File: src/verilog/ssx_cfg.svh
/*
  Constants for the subtract/swap/xor datapath: opcode patterns,
  field positions, reset values and register addresses.
  Assumes inclusion by bare name from the design files.
*/
`ifndef SSX_CFG_SVH
`define SSX_CFG_SVH

// ---------------------------------------------------------------
// Instruction fields
// ---------------------------------------------------------------
`define SSX_DEST_BIT 7
`define SSX_FADDR_MSB 6
`define SSX_LIT_MSB 7
`define SSX_DIR_SEL_MSB 2

// ---------------------------------------------------------------
// Opcode patterns
// ---------------------------------------------------------------
`define SSX_OP_LIT_SUB 5'h1E
`define SSX_OP_LIT_XOR 6'h3A
`define SSX_OP_FILE_SUB 6'h02
`define SSX_OP_SWAP 6'h0E
`define SSX_OP_FILE_XOR 6'h06
`define SSX_OP_DIR_LOAD 11'h00C
`define SSX_DIR_SEL_LO 3'h5
`define SSX_DIR_SEL_HI 3'h7

// ---------------------------------------------------------------
// Addresses and reset values
// ---------------------------------------------------------------
`define SSX_TIMER_ADDR 7'h01
`define SSX_ACC_RESET 8'h00
`define SSX_DIR_RESET 8'hFF
`define SSX_NOP_CYCLES 2'h1

`endif

File: src/verilog/ssx_pkg.sv
/*
  Types shared by the subtract/swap/xor datapath.
  Assumes nothing beyond a SystemVerilog compiler.
*/
package ssx_pkg;
  // Decoded operation
  typedef enum logic [2:0] {
    SSX_OP_NONE = 3'h0,
    SSX_OP_LSUB = 3'h1,
    SSX_OP_FSUB = 3'h2,
    SSX_OP_SWAP = 3'h3,
    SSX_OP_LXOR = 3'h4,
    SSX_OP_FXOR = 3'h5,
    SSX_OP_DIRL = 3'h6
  } ssx_op_t;

  // Execution phase: issue, then a no-operation slot
  typedef enum logic [0:0] {
    SSX_PH_RUN = 1'h0,
    SSX_PH_NOP = 1'h1
  } ssx_phase_t;
endpackage

File: src/verilog/ssx_decode.sv
/*
  Instruction decoder for the subtract/swap/xor datapath.
  Assumes a 14-bit instruction word from the same clock domain.
*/
`include "ssx_cfg.svh"

module ssx_decode (
  input wire logic [13:0] instr,
  output ssx_pkg::ssx_op_t op,
  output logic dir_valid
);
  // ---------------------------------------------------------------
  // Pattern match on the upper opcode bits
  // ---------------------------------------------------------------
  always_comb
  begin
    op = ssx_pkg::SSX_OP_NONE;
    dir_valid = 1'b0;
    if (instr[13:9] == `SSX_OP_LIT_SUB)
      op = ssx_pkg::SSX_OP_LSUB;
    else if (instr[13:8] == `SSX_OP_LIT_XOR)
      op = ssx_pkg::SSX_OP_LXOR;
    else if (instr[13:8] == `SSX_OP_FILE_SUB)
      op = ssx_pkg::SSX_OP_FSUB;
    else if (instr[13:8] == `SSX_OP_SWAP)
      op = ssx_pkg::SSX_OP_SWAP;
    else if (instr[13:8] == `SSX_OP_FILE_XOR)
      op = ssx_pkg::SSX_OP_FXOR;
    else if (instr[13:3] == `SSX_OP_DIR_LOAD)
    begin
      op = ssx_pkg::SSX_OP_DIRL;
      // Selector outside 5..7 is decoded but does nothing
      dir_valid = (instr[2:0] >= `SSX_DIR_SEL_LO) &&
                  (instr[2:0] <= `SSX_DIR_SEL_HI);
    end
  end
endmodule

File: src/verilog/ssx_flags.sv
/*
  Result and flag arithmetic for the subtract/swap/xor datapath.
  Assumes operands settled combinationally in the same cycle.
*/
module ssx_flags (
  input wire logic [7:0] minuend,
  input wire logic [7:0] acc,
  output logic [7:0] diff,
  output logic carry,
  output logic half_carry,
  output logic zero_sub
);
  logic [8:0] full;
  logic [4:0] low;

  // ---------------------------------------------------------------
  // Subtract as add of complement plus one, carry is not-borrow
  // ---------------------------------------------------------------
  always_comb
  begin
    full = {1'b0, minuend} + {1'b0, ~acc} + 9'h001;
    low = {1'b0, minuend[3:0]} + {1'b0, ~acc[3:0]} + 5'h01;
    diff = full[7:0];
    carry = full[8];
    half_carry = low[4];
    zero_sub = (full[7:0] == 8'h00);
  end
endmodule

File: src/verilog/ssx_alu.sv
/*
  Execution datapath for literal/file subtract, nibble exchange,
  literal/file exclusive-or and the legacy direction load.
  Assumes the core fetches a new word each enabled cycle, supplies
  the addressed file register value and the pin levels for it, and
  performs the file write using the write port outputs here.
*/
// Local design decisions: the placing of the registers and the plain strobed port.
`include "ssx_cfg.svh"

module ssx_alu (
  input wire logic mclk,
  input wire logic rst_b,
  input wire logic ce,
  input wire logic [13:0] instr,
  input wire logic instr_valid,
  input wire logic pc_change,
  input wire logic [7:0] file_latch,
  input wire logic [7:0] file_pins,
  input wire logic file_is_io,
  input wire logic presc_on_timer,
  output logic [7:0] acc,
  output logic carry,
  output logic half_carry,
  output logic zero,
  output logic file_we,
  output logic [6:0] file_waddr,
  output logic [7:0] file_wdata,
  output logic presc_clear,
  output logic [7:0] dir_5,
  output logic [7:0] dir_6,
  output logic [7:0] dir_7,
  output logic busy
);
  // ---------------------------------------------------------------
  // Decode and arithmetic
  // ---------------------------------------------------------------
  ssx_pkg::ssx_op_t op;
  ssx_pkg::ssx_phase_t phase;
  ssx_pkg::ssx_phase_t next_phase;
  logic dir_valid;
  logic [7:0] operand;
  logic [7:0] minuend;
  logic [7:0] diff;
  logic sub_c;
  logic sub_dc;
  logic sub_z;
  logic [7:0] result;
  logic dest_file;
  logic [6:0] faddr;
  logic [7:0] next_acc;
  logic next_carry;
  logic next_half_carry;
  logic next_zero;
  logic next_file_we;
  logic [7:0] next_file_wdata;
  logic [6:0] next_file_waddr;
  logic next_presc_clear;
  logic [7:0] dir_q [5:7];
  logic [7:0] next_dir [5:7];
  logic issue;

  ssx_decode u_decode (
    .instr(instr),
    .op(op),
    .dir_valid(dir_valid)
  );

  // File operand: pins for I/O registers, else the stored value
  assign operand = file_is_io ? file_pins : file_latch;
  assign faddr = instr[`SSX_FADDR_MSB:0];
  assign dest_file = instr[`SSX_DEST_BIT];
  assign minuend = (op == ssx_pkg::SSX_OP_LSUB) ?
                   instr[`SSX_LIT_MSB:0] : operand;

  ssx_flags u_flags (
    .minuend(minuend),
    .acc(acc),
    .diff(diff),
    .carry(sub_c),
    .half_carry(sub_dc),
    .zero_sub(sub_z)
  );

  // Only issue on a fresh word; the no-operation slot swallows it
  assign issue = instr_valid && (phase == ssx_pkg::SSX_PH_RUN);

  // ---------------------------------------------------------------
  // Phase: a program-counter change holds one extra dead cycle
  // ---------------------------------------------------------------
  always_comb
  begin
    next_phase = ssx_pkg::SSX_PH_RUN;
    unique case (phase)
      ssx_pkg::SSX_PH_RUN:
        if (instr_valid && pc_change)
          next_phase = ssx_pkg::SSX_PH_NOP;
      ssx_pkg::SSX_PH_NOP:
        next_phase = ssx_pkg::SSX_PH_RUN;
    endcase
  end

  // ---------------------------------------------------------------
  // Result, routing and flag updates
  // ---------------------------------------------------------------
  always_comb
  begin
    next_acc = acc;
    next_carry = carry;
    next_half_carry = half_carry;
    next_zero = zero;
    next_file_we = 1'b0;
    next_file_wdata = file_wdata;
    next_file_waddr = file_waddr;
    next_presc_clear = 1'b0;
    for (int i = 5; i <= 7; i++)
      next_dir[i] = dir_q[i];
    result = 8'h00;
    if (issue)
    begin
      unique case (op)
        ssx_pkg::SSX_OP_LSUB,
        ssx_pkg::SSX_OP_FSUB:
        begin
          result = diff;
          next_carry = sub_c;
          next_half_carry = sub_dc;
          next_zero = sub_z;
        end
        ssx_pkg::SSX_OP_SWAP:
          result = {operand[3:0], operand[7:4]};
        ssx_pkg::SSX_OP_LXOR:
        begin
          result = acc ^ instr[`SSX_LIT_MSB:0];
          next_zero = (result == 8'h00);
        end
        ssx_pkg::SSX_OP_FXOR:
        begin
          result = acc ^ operand;
          next_zero = (result == 8'h00);
        end
        ssx_pkg::SSX_OP_DIRL:
          if (dir_valid)
            next_dir[instr[2:0]] = acc;
        ssx_pkg::SSX_OP_NONE:
          result = 8'h00;
      endcase
      // Literal forms always land in the accumulator
      if (op == ssx_pkg::SSX_OP_LSUB || op == ssx_pkg::SSX_OP_LXOR)
        next_acc = result;
      else if (op == ssx_pkg::SSX_OP_FSUB ||
               op == ssx_pkg::SSX_OP_SWAP ||
               op == ssx_pkg::SSX_OP_FXOR)
      begin
        if (dest_file)
        begin
          next_file_we = 1'b1;
          next_file_waddr = faddr;
          next_file_wdata = result;
          // Writing the timer count resets the shared prescaler when presc_on_timer is set
          if (faddr == `SSX_TIMER_ADDR && presc_on_timer)
            next_presc_clear = 1'b1;
        end
        else
          next_acc = result;
      end
    end
  end

  // ---------------------------------------------------------------
  // State registers, frozen while the clock enable is low
  // ---------------------------------------------------------------
  always_ff @(posedge mclk or negedge rst_b)
  begin
    if (!rst_b)
    begin
      phase <= ssx_pkg::SSX_PH_RUN;
      acc <= `SSX_ACC_RESET;
      carry <= 1'b0;
      half_carry <= 1'b0;
      zero <= 1'b0;
      file_we <= 1'b0;
      file_waddr <= 7'h00;
      file_wdata <= 8'h00;
      presc_clear <= 1'b0;
      busy <= 1'b0;
      for (int i = 5; i <= 7; i++)
        dir_q[i] <= `SSX_DIR_RESET;
    end
    else if (ce)
    begin
      phase <= next_phase;
      acc <= next_acc;
      carry <= next_carry;
      half_carry <= next_half_carry;
      zero <= next_zero;
      file_we <= next_file_we;
      file_waddr <= next_file_waddr;
      file_wdata <= next_file_wdata;
      presc_clear <= next_presc_clear;
      busy <= (next_phase == ssx_pkg::SSX_PH_NOP);
      for (int i = 5; i <= 7; i++)
        dir_q[i] <= next_dir[i];
    end
  end

  // Direction registers leave straight from their flip-flops
  assign dir_5 = dir_q[5];
  assign dir_6 = dir_q[6];
  assign dir_7 = dir_q[7];
endmodule

File: config.mk
export PLATFORM = sky130hd
export DESIGN_NAME = ssx_alu
export DESIGN_NICKNAME = d
export VERILOG_FILES = /design/src/verilog/ssx_pkg.sv /design/src/verilog/ssx_decode.sv /design/src/verilog/ssx_flags.sv /design/src/verilog/ssx_alu.sv
export VERILOG_INCLUDE_DIRS = /design/src /design/src/verilog
export SDC_FILE = /design/constraint.sdc
export NUM_CORES = 1
export LEC_CHECK = 0
export ABC_CLOCK_PERIOD_IN_PS = 3220
export BUFFER_PORTS_ARGS = -buffer_cell sky130_fd_sc_hd__buf_2
export CORE_AREA = 2 2 89 91
export CTS_BUF_LIST = sky130_fd_sc_hd__clkbuf_8 sky130_fd_sc_hd__clkbuf_16
export DETAILED_ROUTE_END_ITERATION = 10
export DIE_AREA = 0 0 91 93
export PLACE_DENSITY_LB_ADDON = 0.12
export SLEW_MARGIN = 5
export SYNTH_ARGS = -nofsm -noshare
export SYNTH_HDL_FRONTEND = slang
export SYNTH_SLANG_ARGS = --single-unit
File: constraint.sdc
create_clock -name mclk -period 3.22 [get_ports mclk]
set_input_delay 0.161 -clock mclk [delete_from_list [all_inputs] [get_ports mclk]]
set_output_delay 0.161 -clock mclk [all_outputs]
set_load 0.01 [all_outputs]
Yosys cells after proc, flatten, opt, wreduce, memory -nomap -nowiden
Cells that the tools add are included.
Word-level totals
  input bits: 37
  register bits after elaboration: 53
  logic and storage cells: 93
  output and inout bits: 53
Cells by class
  $lt $le $gt $ge: 4
  add/sub/neg operators: 4
  muxes and demuxes: 33
  bitwise gates (word level): 7
  reductions and logical operators: 19
  equal/unequal tests: 14
Operator list (count)
  $mux 8: 6
  $pmux 8 s4: 1
  $bwmux 24: 1
  $demux 8 s3: 1
  $logic_not 8->1: 3
  $mux 3: 6
  $mux 1: 16
  $xor 8x8->8: 2
  $eq 11x4->1 const B: 1
  $add 8x8->9: 1
  $add 9x1->9 const B: 1
  $eq 3x3->1 const B: 3
  $not 8->8: 1
  $reduce_and 4->1: 2
  $eq 7x1->1 const B: 1
  $eq 3x2->1 const B: 2
  $eq 6x2->1 const B: 1
  $eq 6x3->1 const B: 1
  $eq 6x4->1 const B: 1
  $eq 6x6->1 const B: 1
  $reduce_and 3->1: 2
  $add 4x4->5: 1
  $add 5x1->5 const B: 1
  $eq 5x5->1 const B: 1
  other kinds (17): 24

Depth between registers and ports, before layout
Gate-level depths: netlist (run 1).
  depth after elaboration: 15
  mapped depth: 13
  gate-level depth less buffers: 12

Cells and area by module
A second synthesis (run 1) with hierarchy kept.
Unflattened totals
  cells, all modules: 303
  area, all modules: 3254.4 sq um
Modules (own cells, without submodules)
  ssx_alu: seq. area each 1356.3 sq um, cells each 232, times used 1, area each 2717.6 sq um
  ssx_flags: seq. area each 0.0 sq um, cells each 55, times used 1, area each 406.6 sq um
  ssx_decode: seq. area each 0.0 sq um, cells each 16, times used 1, area each 130.1 sq um

Worst setup path after synthesis (run 1)
No wires, ideal clock.
  kind: input to register
  from: input port instr[11]
  to: register acc[6]
  setup slack: 0.533 ns
  stages: 11
  required time: 3.092 ns
  arrival time: 2.559 ns
  cells stage by stage: buf_2 -> nand4_1 -> nor2_4 -> mux2_2 -> fa_1 -> a211oi_1 -> o21bai_1 -> a21oi_1 -> xnor2_1 -> o221a_2 -> o21ai_0
On the way
  word-level cells in the longest chain between the ends: 15
  elaborated cells between the ends (all ways): 31
  classes of those cells: 2 x add/sub; 12 x eq/ne; 11 x mux; 6 x reduce/logical
Ends and longest elaborated chain
  start: declaration: RTL line ssx_alu.sv:15  | input wire logic [13:0] instr,
  $eq 11x4->1 (no line)
  $mux 3: RTL line ssx_decode.sv:29  | else if (instr[13:3] == `SSX_OP_DIR_LOAD)
  $mux 3: RTL line ssx_decode.sv:27  | else if (instr[13:8] == `SSX_OP_FILE_XOR)
  $mux 3: RTL line ssx_decode.sv:25  | else if (instr[13:8] == `SSX_OP_SWAP)
  $mux 3: RTL line ssx_decode.sv:23  | else if (instr[13:8] == `SSX_OP_FILE_SUB)
  $mux 3: RTL line ssx_decode.sv:21  | else if (instr[13:8] == `SSX_OP_LIT_XOR)
  $mux 3 (*): RTL line ssx_decode.sv:19  | if (instr[13:9] == `SSX_OP_LIT_SUB)
  $eq 3x1->1: RTL line ssx_alu.sv:73, ssx_alu.sv:121, ssx_alu.sv:149
  $mux 8: RTL line ssx_alu.sv:73  | assign minuend = (op == ssx_pkg::SSX_OP_LSUB) ?
  $add 8x8->9: RTL line ssx_flags.sv:21  | full = {1'b0, minuend} + {1'b0, ~acc} + 9'h001;
  $add 9x1->9: RTL line ssx_flags.sv:21
  $pmux 8 s4: RTL line ssx_alu.sv:121  | unique case (op)
  $mux 8: RTL line ssx_alu.sv:155  | if (dest_file)
  $mux 8: RTL line ssx_alu.sv:151  | else if (op == ssx_pkg::SSX_OP_FSUB ||
  $mux 8: RTL line ssx_alu.sv:149  | if (op == ssx_pkg::SSX_OP_LSUB || op == ssx_pkg::SSX_OP_LXOR)
  end signal: assignment: RTL line ssx_alu.sv:178  | acc <= `SSX_ACC_RESET;
  end signal: assignment: RTL line ssx_alu.sv:193  | acc <= next_acc;
  end: declaration: RTL line ssx_alu.sv:22  | output logic [7:0] acc,
Every way passes the cells marked *; elsewhere a longest branch is shown, timed or not. The select of a mux whose other input is x is not followed.
A chain may end at the register's enable or synchronous reset.

Worst setup path after layout (run 1)
  from: input port file_is_io
  to: register file_wdata[6]
On the way
  word-level cells in the longest chain between the ends: 5
  elaborated cells between the ends (all ways): 6
  classes of those cells: 2 x add/sub; 3 x mux; 1 x bitwise
Ends and longest elaborated chain
  start: declaration: RTL line ssx_alu.sv:20  | input wire logic file_is_io,
  $mux 8 (*): RTL line ssx_alu.sv:70  | assign operand = file_is_io ? file_pins : file_latch;
  $mux 8: RTL line ssx_alu.sv:73
  $add 8x8->9: RTL line ssx_flags.sv:21
  $add 9x1->9: RTL line ssx_flags.sv:21
  $pmux 8 s4 (*): RTL line ssx_alu.sv:121
  end signal: assignment: RTL line ssx_alu.sv:199  | file_wdata <= next_file_wdata;
  end: declaration: RTL line ssx_alu.sv:28  | output logic [7:0] file_wdata,
Every way passes the cells marked *; elsewhere a longest branch is shown, timed or not.

==> impl_metrics.tcl, run 1 <==
set metrics [dict create \
    status "completed" \
    cts_buffer_depth 2 \
    drive_gt1_share_pct 40.0 \
    overflow 0 \
    place_hpwl_mm 7.22 \
    setup_violations 0 \
    grt_max_degree 37 \
    timing.final.ws_setup_ns 0.507 \
    yosysSeqAreaShare_pct 41.2 \
    cts_resized 0 \
    cts.reportedPaths.clkPinSlew_ns 0.10 \
    syn2layout_area_growth_pct 19.0 \
    ys_ff_latch 53 \
    post-route-drc-count 0 \
    placementRows 32 \
    path_buf_inv 2 \
    fin_skew_ns 0.0102 \
    max_slew.worst_pin.slew_ns 0.732 \
    crit_chain "buf_2, mux2i_1, o21ai_0, o31ai_1, ha_1, inv_1, fa_1, a211oi_1, o21bai_1, a21oi_1, xnor2_1, o221a_2, a21oi_1" \
    cts_buffers 5 \
    portBuffers 89 \
    num_vias 2877 \
    cpMostUsedCell "a21oi_1" \
    clock_sinks 53 \
    setup.worst_path.start_class "input pin" \
    synth_area_um2 3290 \
    cts.htree.levels 2 \
    die_width_um 91 \
    hold_path_class "input pin to register" \
    synth_top_area_share_pct 22.1 \
    ys_warn_count 0 \
    yosys_most_used_dff "dfrtp_1" \
    n_antenna_cell 0 \
    ios 90 \
    drt_first_pass_iters 4 \
    yosysTopAreaCell "dfrtp_1" \
    slew_violations 0 \
    whs_ns 0.0432 \
    clock_latency_ns 0.31 \
    cpLargestDelayFamily "compound AO/OA/AOI/OAI gates" \
    drt_wl_total_mm 9.49 \
    cap_violations 0 \
    cts_root_buf "clkbuf_8" \
    cts_tree "yes" \
    seqPwrFrac_pct 48.4 \
    worstSetupPathType "input pin to register" \
    fp.dieArea_um2 8460 \
    relSlewSlack_pct 51.2 \
    final-hold-violation-count 0 \
    required_ns 3.39 \
    grt_antenna_before_repair 0 \
    final_antenna_net_count 0 \
    finalCriticalPeriod_ns 2.71 \
    peakVddDrop_mv 0.223 \
    synth.area.top_cells "dfrtp_1 22%, dfstp_2 19%, mux2_2 8.9%, o21ai_0 5.8%, xnor2_1 4.8%" \
    synth_edf_count 0 \
    p_leak_nw 1.76 \
    powerDensity_nw_per_um2 392 \
    slowest_stage "fa_1" \
    routed_via_density 5.56 \
    path_max_fanout 8 \
    wl_per_cell_um 18.4 \
    switching_share_pct 32.6 \
    grt_setup_unrepaired "no" \
    drt_iter0_drc 230 \
    clkPwrFrac_pct 24.9 \
    pre_cts_ws_ns 0.208 \
    synth_area_per_cell_um2 10.0 \
    synth_cells 328 \
    die_h_um 93 \
    syn-num-nets 375 \
    p_switching_w 0.000501 \
    crit_path_end_kind "register" \
    power.internal_w 0.00103 \
    place_congestion 0.941 \
    post_cts_buffers 0 \
    synth.distinct_cells 60 \
    instances_no_fill 517 \
    initial_core_util_pct 43.7 \
    grt_pass1_wl_mm 14.8 \
    placed_cells 508 \
    reg2reg_slack_ns 0.66 \
    fmax_mhz 369 \
    final_nets 461 \
    fin_crit_sh_pct 84.3 \
    first_global_vias 2760 \
    fin_tns_setup_ns 0 \
    synth_async_sr_flop_share_pct 100 \
    arrival_ns 2.88 \
    p_comb_share_pct 26.7 \
    grt_util_all_layers_pct 22.7 \
    core_um2 7530 \
    cpPeakStageDelay_ns 0.43 \
]
==> cell usage after synthesis (3+ instances only) <==
| cell type | instances |
|---|---|
| mux2_2 | 26 |
| inv_1 | 15 |
| mux2i_1 | 6 |
| ha_1 | 9 |
| nand4_1 | 7 |
| nor3_1 | 4 |
| a21oi_1 | 16 |
| a221o_1 | 6 |
| a211oi_1 | 4 |
| and2_1 | 3 |
| o221ai_1 | 3 |
| nand3_1 | 3 |
| nand2_1 | 33 |
| dfrtp_1 | 29 |
| dfstp_2 | 24 |
| a21o_1 | 3 |
| buf_2 | 3 |
| nor2_1 | 12 |
| xnor2_1 | 18 |
| o221a_2 | 3 |
| o22ai_1 | 7 |
| o21ai_0 | 38 |
| clkbuf_1 | 9 |
==> per-layer routing <==
layer	GRT usage, %	vias to the layer above	part of all wire, %
li1	-	1372	-
met1	31.2	1355	44
met2	37.3	130	46
met5	0	-	0
met4	6.82	0	2.2
met3	3.63	20	7.5
==> cells in the final DEF, fill, tap and decap left out, drive strengths merged, types with 2 or more instances in the layout <==
cell	instances
nor2	13
a21o	3
nor3b	2
o22ai	7
a21oi	16
o221a	3
mux2i	7
inv	17
buf	95
o221ai	3
nand3	4
nor2b	2
and4	2
ha	9
nand2	34
nor3	5
clkbuf	5
nand4	7
dfrtp	29
o21ai	40
o21bai	2
xor2	2
xnor2	18
and2	3
dfstp	24
nand3b	2
mux2	26
a221o	6
a211oi	4
nor4b	4
o2111ai	2
==> stage by stage <==
| step | util (%) | cell area, µm² | total power, W |
|---|---|---|---|
| 2_1_floorplan | - | 3290 | 0.00100 |
| 3_3_place_gp | 50.7 | 3820 | 0.00116 |
| 3_5_place_dp | 50.7 | 3820 | 0.00116 |
| 4_1_cts | 52.0 | 3910 | 0.00154 |
| 5_1_grt | 52.0 | 3910 | 0.00161 |
| 6_report | 52.0 | 3910 | 0.00154 |
==> registers in the layout, indices dropped and copies added, names as in the netlist <==
| name | cells |
|---|---|
| half_carry | 1 |
| file_waddr | 7 |
| carry | 1 |
| dir_7 | 8 |
| presc_clear | 1 |
| dir_5 | 8 |
| zero | 1 |
| dir_6 | 8 |
| acc | 8 |
| phase | 1 |
| file_wdata | 8 |
| file_we | 1 |
==> power by group through the flow <==
stage / Sequential, W / Combinational (W) / Clock, W
finish: 0.000743 / 0.000409 / 0.000383
global route: 0.000749 / 0.000450 / 0.000416
CTS: 0.000743 / 0.000409 / 0.000392
detailed placement: 0.000754 / 0.000406 / 0
global placement: 0.000754 / 0.000402 / 0
floorplan: 0.000771 / 0.000229 / 0
==> final cells by class <==
class | instances | area (µm²)
Clock buffer | 5 | 68.8
Clock inverter | 3 | 17.5
Fill cell | 759 | 3610
Inverter | 15 | 56.3
Multi-Input combinational cell | 243 | 1790
Sequential cell | 53 | 1360
Tap cell | 102 | 128
Timing Repair Buffer | 96 | 500
==> kinds of logic after synthesis <==
| kind of cell | Yosys count | share of synthesized area [%] |
|---|---|---|
| flip-flops | 53 | 41.2 |
| buffers and inverters | 32 | 4.41 |
| AO/OA/AOI/OAI | 94 | 18.7 |
| adder cells (fa/ha/maj) | 10 | 4.03 |
| multiplexers | 33 | 11.1 |
| AND/OR/NAND/NOR | 86 | 15.1 |
| XOR/XNOR | 20 | 5.33 |
==> repair_timing <==
| action | 4_1_cts | 5_1_grt |
|---|---|---|
| setup endpoints to repair | 0 | 0 |
| hold buffers | 1 | 0 |
| endpoints found under the hold margin | 7 | 0 |
==> worst paths after layout <==
check,start,to,cells past startpoint
max reg2reg,acc[1],file_wdata[6],8
min in group asynchronous,rst_b,zero,2
max,file_is_io,file_wdata[6],13
min,ce,presc_clear,2
min reg2reg,dir_7[1],dir_7[1],2
max in group asynchronous,rst_b,dir_7[5],3
Power figures use the tool's default switching activity.
==> run 2, diff against run 1 <==
--- a/config.mk
+++ b/config.mk
@@ -6,12 +6,13 @@
 export SDC_FILE = /design/constraint.sdc
 export NUM_CORES = 1
 export LEC_CHECK = 0
-export ABC_CLOCK_PERIOD_IN_PS = 3220
+export ABC_AREA = 1
+export ABC_CLOCK_PERIOD_IN_PS = 2400
 export BUFFER_PORTS_ARGS = -buffer_cell sky130_fd_sc_hd__buf_2
-export CORE_AREA = 2 2 89 91
+export CORE_AREA = 2 2 90 92
 export CTS_BUF_LIST = sky130_fd_sc_hd__clkbuf_8 sky130_fd_sc_hd__clkbuf_16
 export DETAILED_ROUTE_END_ITERATION = 10
-export DIE_AREA = 0 0 91 93
+export DIE_AREA = 0 0 92 94
 export PLACE_DENSITY_LB_ADDON = 0.12
 export SLEW_MARGIN = 5
 export SYNTH_ARGS = -nofsm -noshare
==> constraint.sdc (replaced) <==
create_clock -name mclk -period 2.4 [get_ports mclk]
set_input_delay 0.12 -clock mclk [delete_from_list [all_inputs] [get_ports mclk]]
set_output_delay 0.12 -clock mclk [all_outputs]
set_load 0.01 [all_outputs]
==> run 2 against run 1 <==
Net effect: final area increased by 6.5%; via count is 21% higher; power grew 26%; utilization rose by 2.8 points; clock power rose by 37%; worst hold slack lost 0.037 ns; synthesized area up 2.9%; cell count grew 32%; sequential share of layout area decreased by 2.1 points; setup slack worse by 0.12 ns; critical path type unchanged; largest cell class unchanged.
==> impl_metrics.tcl, run 2 <==
set metrics [dict create \
    status "completed" \
    final_nets 629 \
    grt_setup_unrepaired "no" \
    reg2reg_slack_ns 0.43 \
    timing.final.ws_setup_ns 0.385 \
    place_congestion 0.930 \
    ios 90 \
    rr_worst_depth 9 \
    wl_per_cell_um 15.1 \
    portBuffers 89 \
    syn2layout_area_growth_pct 23.2 \
    pre_cts_ws_ns 0.0603 \
    synth_top_family_by_area "simple AND/OR/NAND/NOR gates" \
    clkPwrFrac_pct 27.2 \
    synth_top_area_share_pct 21.5 \
    core_um2 7610 \
    die_h_um 94 \
    yosys_most_used_dff "dfrtp_1" \
    synth.area.top_cells "dfrtp_1 21%, nand2_1 21%, dfstp_2 19%, inv_1 5.3%, nand3_1 4.9%" \
    hold_path_class "input pin to register" \
    drt_first_pass_iters 5 \
    whs_path_depth 3 \
    grt_pass1_wl_mm 16.5 \
    yosysSeqAreaShare_pct 40.1 \
    arrival_ns 2.27 \
    synthAdderAreaFrac_pct 3.92 \
    synth_edf_count 0 \
    fin_skew_ns 0.0107 \
    hold_path.startpoint "pc_change" \
    cts_buffers 5 \
    grt_antenna_before_repair 0 \
    p_leak_nw 2.30 \
    p_comb_share_pct 23.4 \
    relSlewSlack_pct 50.0 \
    nFillCells 813 \
    synth_compound_area_share_pct 10.1 \
    placementRows 32 \
    synth_area_um2 3380 \
    grt_util_all_layers_pct 24.7 \
    synth_area_per_cell_um2 7.18 \
    min_to "phase" \
    cts.htree.levels 2 \
    slew_violations 0 \
    setup_violations 0 \
    grt_max_degree 33 \
    final_util_pct 54.8 \
    initial_core_util_pct 44.5 \
    cts_buffer_depth 2 \
    path_max_fanout 9 \
    crit_path_end_kind "register" \
    yosysTopAreaCell "dfrtp_1" \
    seqPwrFrac_pct 49.4 \
    final_common_cell "nand2_1" \
    synth_cells 471 \
    max_slew.worst_pin.slew_ns 0.750 \
    layout_common_cells "193 x nand2_1, 89 x buf_2, 49 x inv_1, 33 x nand3_1, 29 x dfrtp_1" \
    die_width_um 92 \
    final-hold-violation-count 0 \
    synth-simple-area-share_pct 36.1 \
    clock_latency_ns 0.32 \
    clock_sinks 53 \
    setup.worst_path.start_class "input pin" \
    place_area_um2 4070 \
    cts_root_buf "clkbuf_8" \
    r2r-start "acc[0]" \
    finalCriticalPeriod_ns 2.01 \
    finish.instance_area_um2 4170 \
    cap_violations 0 \
    syn-num-nets 518 \
    synth_xor_xnor_area_share_pct 2.33 \
    cts_tree "yes" \
    synthTopCellsByCount "193 x nand2_1, 48 x inv_1, 33 x nand3_1" \
    overflow 0 \
    required_ns 2.65 \
    drt_iter0_drc 192 \
    ys_warn_count 0 \
    p_switching_w 0.000626 \
    ys_ff_latch 53 \
    muxShareOfSynthArea_pct 0.333 \
    worstSetupPathType "input pin to register" \
    fp.dieArea_um2 8650 \
    synth.distinct_cells 35 \
    fin_crit_sh_pct 83.9 \
    seqCellArea_um2 1360 \
    switching_share_pct 32.4 \
    post-route-drc-count 0 \
    n_antenna_cell 0 \
    first_global_vias 3198 \
    fmax_mhz 496 \
    place_hpwl_mm 8.26 \
    yosysMostFrequentCell "nand2_1" \
    drive_gt1_share_pct 29.0 \
    fin_tns_setup_ns 0 \
    power.internal_w 0.00131 \
    synth_async_sr_flop_share_pct 100 \
    cts.reportedPaths.clkPinSlew_ns 0.11 \
    multiInputGateArea_um2 1790 \
    r2r-end "zero" \
    num_vias 3490 \
    routed_via_density 5.09 \
    peakVddDrop_mv 0.252 \
    powerDensity_nw_per_um2 463 \
    final_antenna_net_count 0 \
    drt_wl_total_mm 10.3 \
]
-- run 2: cell types whose count changed after synthesis, moves of 10 or more --
cell,delta
nand2_1,+160
mux2_2,-25
o21ai_0,-10
nand3_1,+30
inv_1,+33
xnor2_1,-14
-- run 2: cells by family (layout without fill, tap and decap cells) --
kind of cell / Yosys count / in the layout
AND/OR/NAND/NOR: 281 / 281
AO/OA/AOI/OAI: 59 / 59
buffers and inverters: 58 / 170
flip-flops: 53 / 53
adder cells (fa/ha/maj): 10 / 10
XOR/XNOR: 9 / 9
multiplexers: 1 / 1
-- run 2: metrics by stage --
step                std cells  hold WS, ns  power [W]
floorplan                 471       -0.176    0.00122
global placement          676        0.231    0.00141
detailed placement        676        0.233    0.00142
CTS                       685      0.00645    0.00195
global route              685       0.0413    0.00203
finish                    685      0.00595    0.00193
-- run 2: layout make-up --
cell class / count / area share [%]
Inverter: 50 / 4.56
Multi-Input combinational cell: 360 / 42.9
Tap cell: 102 / 3.06
Timing Repair Buffer: 112 / 14.9
Sequential cell: 53 / 32.5
Clock buffer: 5 / 1.65
Clock inverter: 3 / 0.420
-- run 2: worst max-delay path, cell delays in order --
cell     delay [ns]
buf_2          0.13
inv_1          0.05
nor2_1         0.12
nand2_2        0.15
o21ai_1        0.21
ha_1           0.17
inv_1          0.05
fa_1           0.44
or2_2          0.30
nor2_1         0.10
nand3_1        0.08
nor2_1         0.11
nand4_1        0.09
a21oi_1        0.14
-- run 2: repair_timing --
item | 4_1_cts | 5_1_grt
buffers inserted | 0 | 0
gates resized for setup | 0 | 0
hold buffers | 1 | 0
setup endpoints to repair | 0 | 0
hold endpoints to repair | 20 | 0
-- run 2: per-layer routing --
| layer | global-route usage (%) | routed length [µm] | vias to the layer above |
|---|---|---|---|
| met4 | 9.45 | 318 | 0 |
| met3 | 2.81 | 707 | 25 |
| met5 | 0 | 0 | - |
| met2 | 39.2 | 4560 | 150 |
| met1 | 34.9 | 4730 | 1579 |
| li1 | - | - | 1736 |
-- run 2: worst max-delay path by stage --
stage / from / endpoint / depth (start not counted)
6_report: instr[10] / zero / 14
5_1_grt: instr[10] / acc[5] / 19
4_1_cts: instr[10] / zero / 14
3_5_place_dp: instr[10] / zero / 14
3_3_place_gp: file_is_io / zero / 15
2_1_floorplan: instr[11] / zero / 16
-- run 2: power groups by stage --
| stage | logic (W) | clock network, W | registers, W |
|---|---|---|---|
| 4_1_cts | 0.000453 | 0.000540 | 0.000953 |
| 6_report | 0.000453 | 0.000525 | 0.000954 |
| 3_3_place_gp | 0.000447 | 0 | 0.000968 |
| 5_1_grt | 0.000509 | 0.000568 | 0.000957 |
| 2_1_floorplan | 0.000235 | 0 | 0.000989 |
| 3_5_place_dp | 0.000450 | 0 | 0.000968 |
==> run 3, diff against run 2 <==
--- a/config.mk
+++ b/config.mk
@@ -7,7 +7,7 @@
 export NUM_CORES = 1
 export LEC_CHECK = 0
 export ABC_AREA = 1
-export ABC_CLOCK_PERIOD_IN_PS = 2400
+export ABC_CLOCK_PERIOD_IN_PS = 1660
 export BUFFER_PORTS_ARGS = -buffer_cell sky130_fd_sc_hd__buf_2
 export CORE_AREA = 2 2 90 92
 export CTS_BUF_LIST = sky130_fd_sc_hd__clkbuf_8 sky130_fd_sc_hd__clkbuf_16
==> constraint.sdc (replaced) <==
create_clock -name mclk -period 1.66 [get_ports mclk]
set_input_delay 0.083 -clock mclk [delete_from_list [all_inputs] [get_ports mclk]]
set_output_delay 0.083 -clock mclk [all_outputs]
set_load 0.01 [all_outputs]
==> run 3 against run 2 <==
Net effect: the run now ends with negative setup slack left; die area did not move; count of clock-buffer cells in the layout did not move; power rose by 62%; clock skew rose by 0.0025 ns.
==> impl_metrics.tcl, run 3 (synthesized netlist as in run 2, its figures left out) <==
set metrics [dict create \
    status "finished with violations" \
    violations "negative setup slack" \
    place_hpwl_mm 9.11 \
    setup.worst_path.start_class "register" \
    finish.instance_area_um2 4980 \
    p_leak_nw 2.67 \
    fin_skew_ns 0.0132 \
    fp.dieArea_um2 8650 \
    initial_core_util_pct 44.5 \
    slew_violations 0 \
    core_um2 7610 \
    drt_first_pass_iters 4 \
    fmax_mhz 533 \
    grt_antenna_before_repair 0 \
    whs_path_depth 2 \
    relSlewSlack_pct 71.4 \
    final_common_cell "nand2_1" \
    grt_max_degree 54 \
    r2r-start "acc[0]" \
    die_h_um 94 \
    drive_gt1_share_pct 44.9 \
    num_vias 3789 \
    p_comb_share_pct 29.8 \
    drt_wl_total_mm 11.7 \
    clock_latency_ns 0.32 \
    power.internal_w 0.00207 \
    rr_worst_depth 9 \
    path_max_fanout 2 \
    n_antenna_cell 0 \
    cts.reportedPaths.clkPinSlew_ns 0.12 \
    overflow 0 \
    instances_no_fill 750 \
    seqPwrFrac_pct 44.3 \
    cts_tree "yes" \
    routed_via_density 5.05 \
    final_util_pct 65.5 \
    clock_sinks 53 \
    ios 90 \
    max_slew.worst_pin.slew_ns 0.429 \
    finalCriticalPeriod_ns 1.88 \
    final_antenna_net_count 0 \
    fin_crit_sh_pct 113 \
    required_ns 1.92 \
    portBuffers 89 \
    powerDensity_nw_per_um2 626 \
    first_global_vias 3688 \
    drt_iter0_drc 174 \
    worstSetupPathType "register to register" \
    grt_pass1_wl_mm 18.3 \
    arrival_ns 2.13 \
    cts.htree.levels 2 \
    placementRows 32 \
    wl_per_cell_um 15.6 \
    setup_violations 15 \
    cts_root_buf "clkbuf_8" \
    pre_cts_ws_ns -0.639 \
    hold_path.startpoint "ce" \
    placed_cells 732 \
    peakVddDrop_mv 0.403 \
    place_area_um2 4540 \
    grt_util_all_layers_pct 27.6 \
    post-route-drc-count 0 \
    grt_setup_unrepaired "yes" \
    cap_violations 0 \
    cts_buffers 5 \
    syn2layout_area_growth_pct 47.3 \
    die_width_um 92 \
    layout_common_cells "178 x nand2_1, 88 x buf_2, 82 x buf_4, 41 x inv_1, 29 x dfrtp_1" \
    switching_share_pct 33.5 \
    cts_buffer_depth 2 \
    place_congestion 0.966 \
    startpoint "acc[0]" \
    timing.final.ws_setup_ns -0.215 \
    crit_path_end_kind "register" \
    total_power_w 0.00312 \
    final-hold-violation-count 0 \
    hold_path_class "input pin to register" \
    clkPwrFrac_pct 25.9 \
    final_nets 694 \
    p_switching_w 0.00105 \
]
==> run 3: cell count changes in the layout (fill, tap and decap cells not counted), moves of 7 or more <==
cell / change
nand2_2: +13
o21ai_0: -7
inv_1: -8
ha_1: -8
ha_4: +7
buf_4: +60
nand3_1: -7
nand2_1: -15
==> run 3: area by class of cell <==
class | count | area, µm²
fill | 718 | 2630
multi-input combinational | 360 | 2060
sequential | 53 | 1360
timing repair buffer | 177 | 1150
inverter | 50 | 195
tap | 102 | 128
clock buffer | 5 | 68.8
clock inverter | 3 | 26.3
==> run 3: stage by stage <==
| stage | hold slack, ns | setup TNS (ns) |
|---|---|---|
| CTS | 0.0151 | -1.21 |
| global placement | 0.102 | -7.81 |
| detailed placement | 0.102 | -8.28 |
| floorplan | -0.213 | -3.39 |
| finish | 0.0256 | -1.31 |
| global route | 0.0256 | -2.52 |
==> run 3: per-layer routing <==
layer,wire length (µm),global-route usage (%),vias to the layer above
met5,0,0,-
met2,5560,47.8,138
met4,265,7.84,0
met3,628,3.13,18
met1,5230,36.7,1766
li1,-,-,1867
==> run 3: power by group through the flow <==
stage / logic [W] / clock network (W) / registers [W]
after global placement: 0.000760 / 0 / 0.00140
after global routing: 0.00102 / 0.000875 / 0.00139
after floorplan: 0.000350 / 0 / 0.00143
after detailed placement: 0.000766 / 0 / 0.00140
after CTS: 0.000822 / 0.000830 / 0.00138
final: 0.000931 / 0.000808 / 0.00138
==> run 3: worst max-delay path, cell delays in order (launching register included) <==
cell and delay, ns:
dfrtp_1 0.42, ha_2 0.19, inv_2 0.06, fa_2 0.42
or2_4 0.24, nor2_2 0.08, nand3_1 0.08, nor2_1 0.11
nand4_1 0.08, a21oi_1 0.15
==> run 3: final timing paths <==
check	end	slack (ns)
min in group asynchronous	file_waddr[1]	0.29
setup / recovery	zero	-0.22
setup reg to reg	zero	-0.22
hold / removal	phase	0.03
max in group asynchronous	dir_7[1]	1.09
hold reg to reg	dir_5[6]	0.47
==> run 3: what timing repair did <==
item	4_1_cts	5_1_grt
buffers inserted	1	7
endpoints found under the setup margin	16	26
hold buffers	2	0
pin swaps	15	35
resized for setup	23	46
hold endpoints to repair	30	0
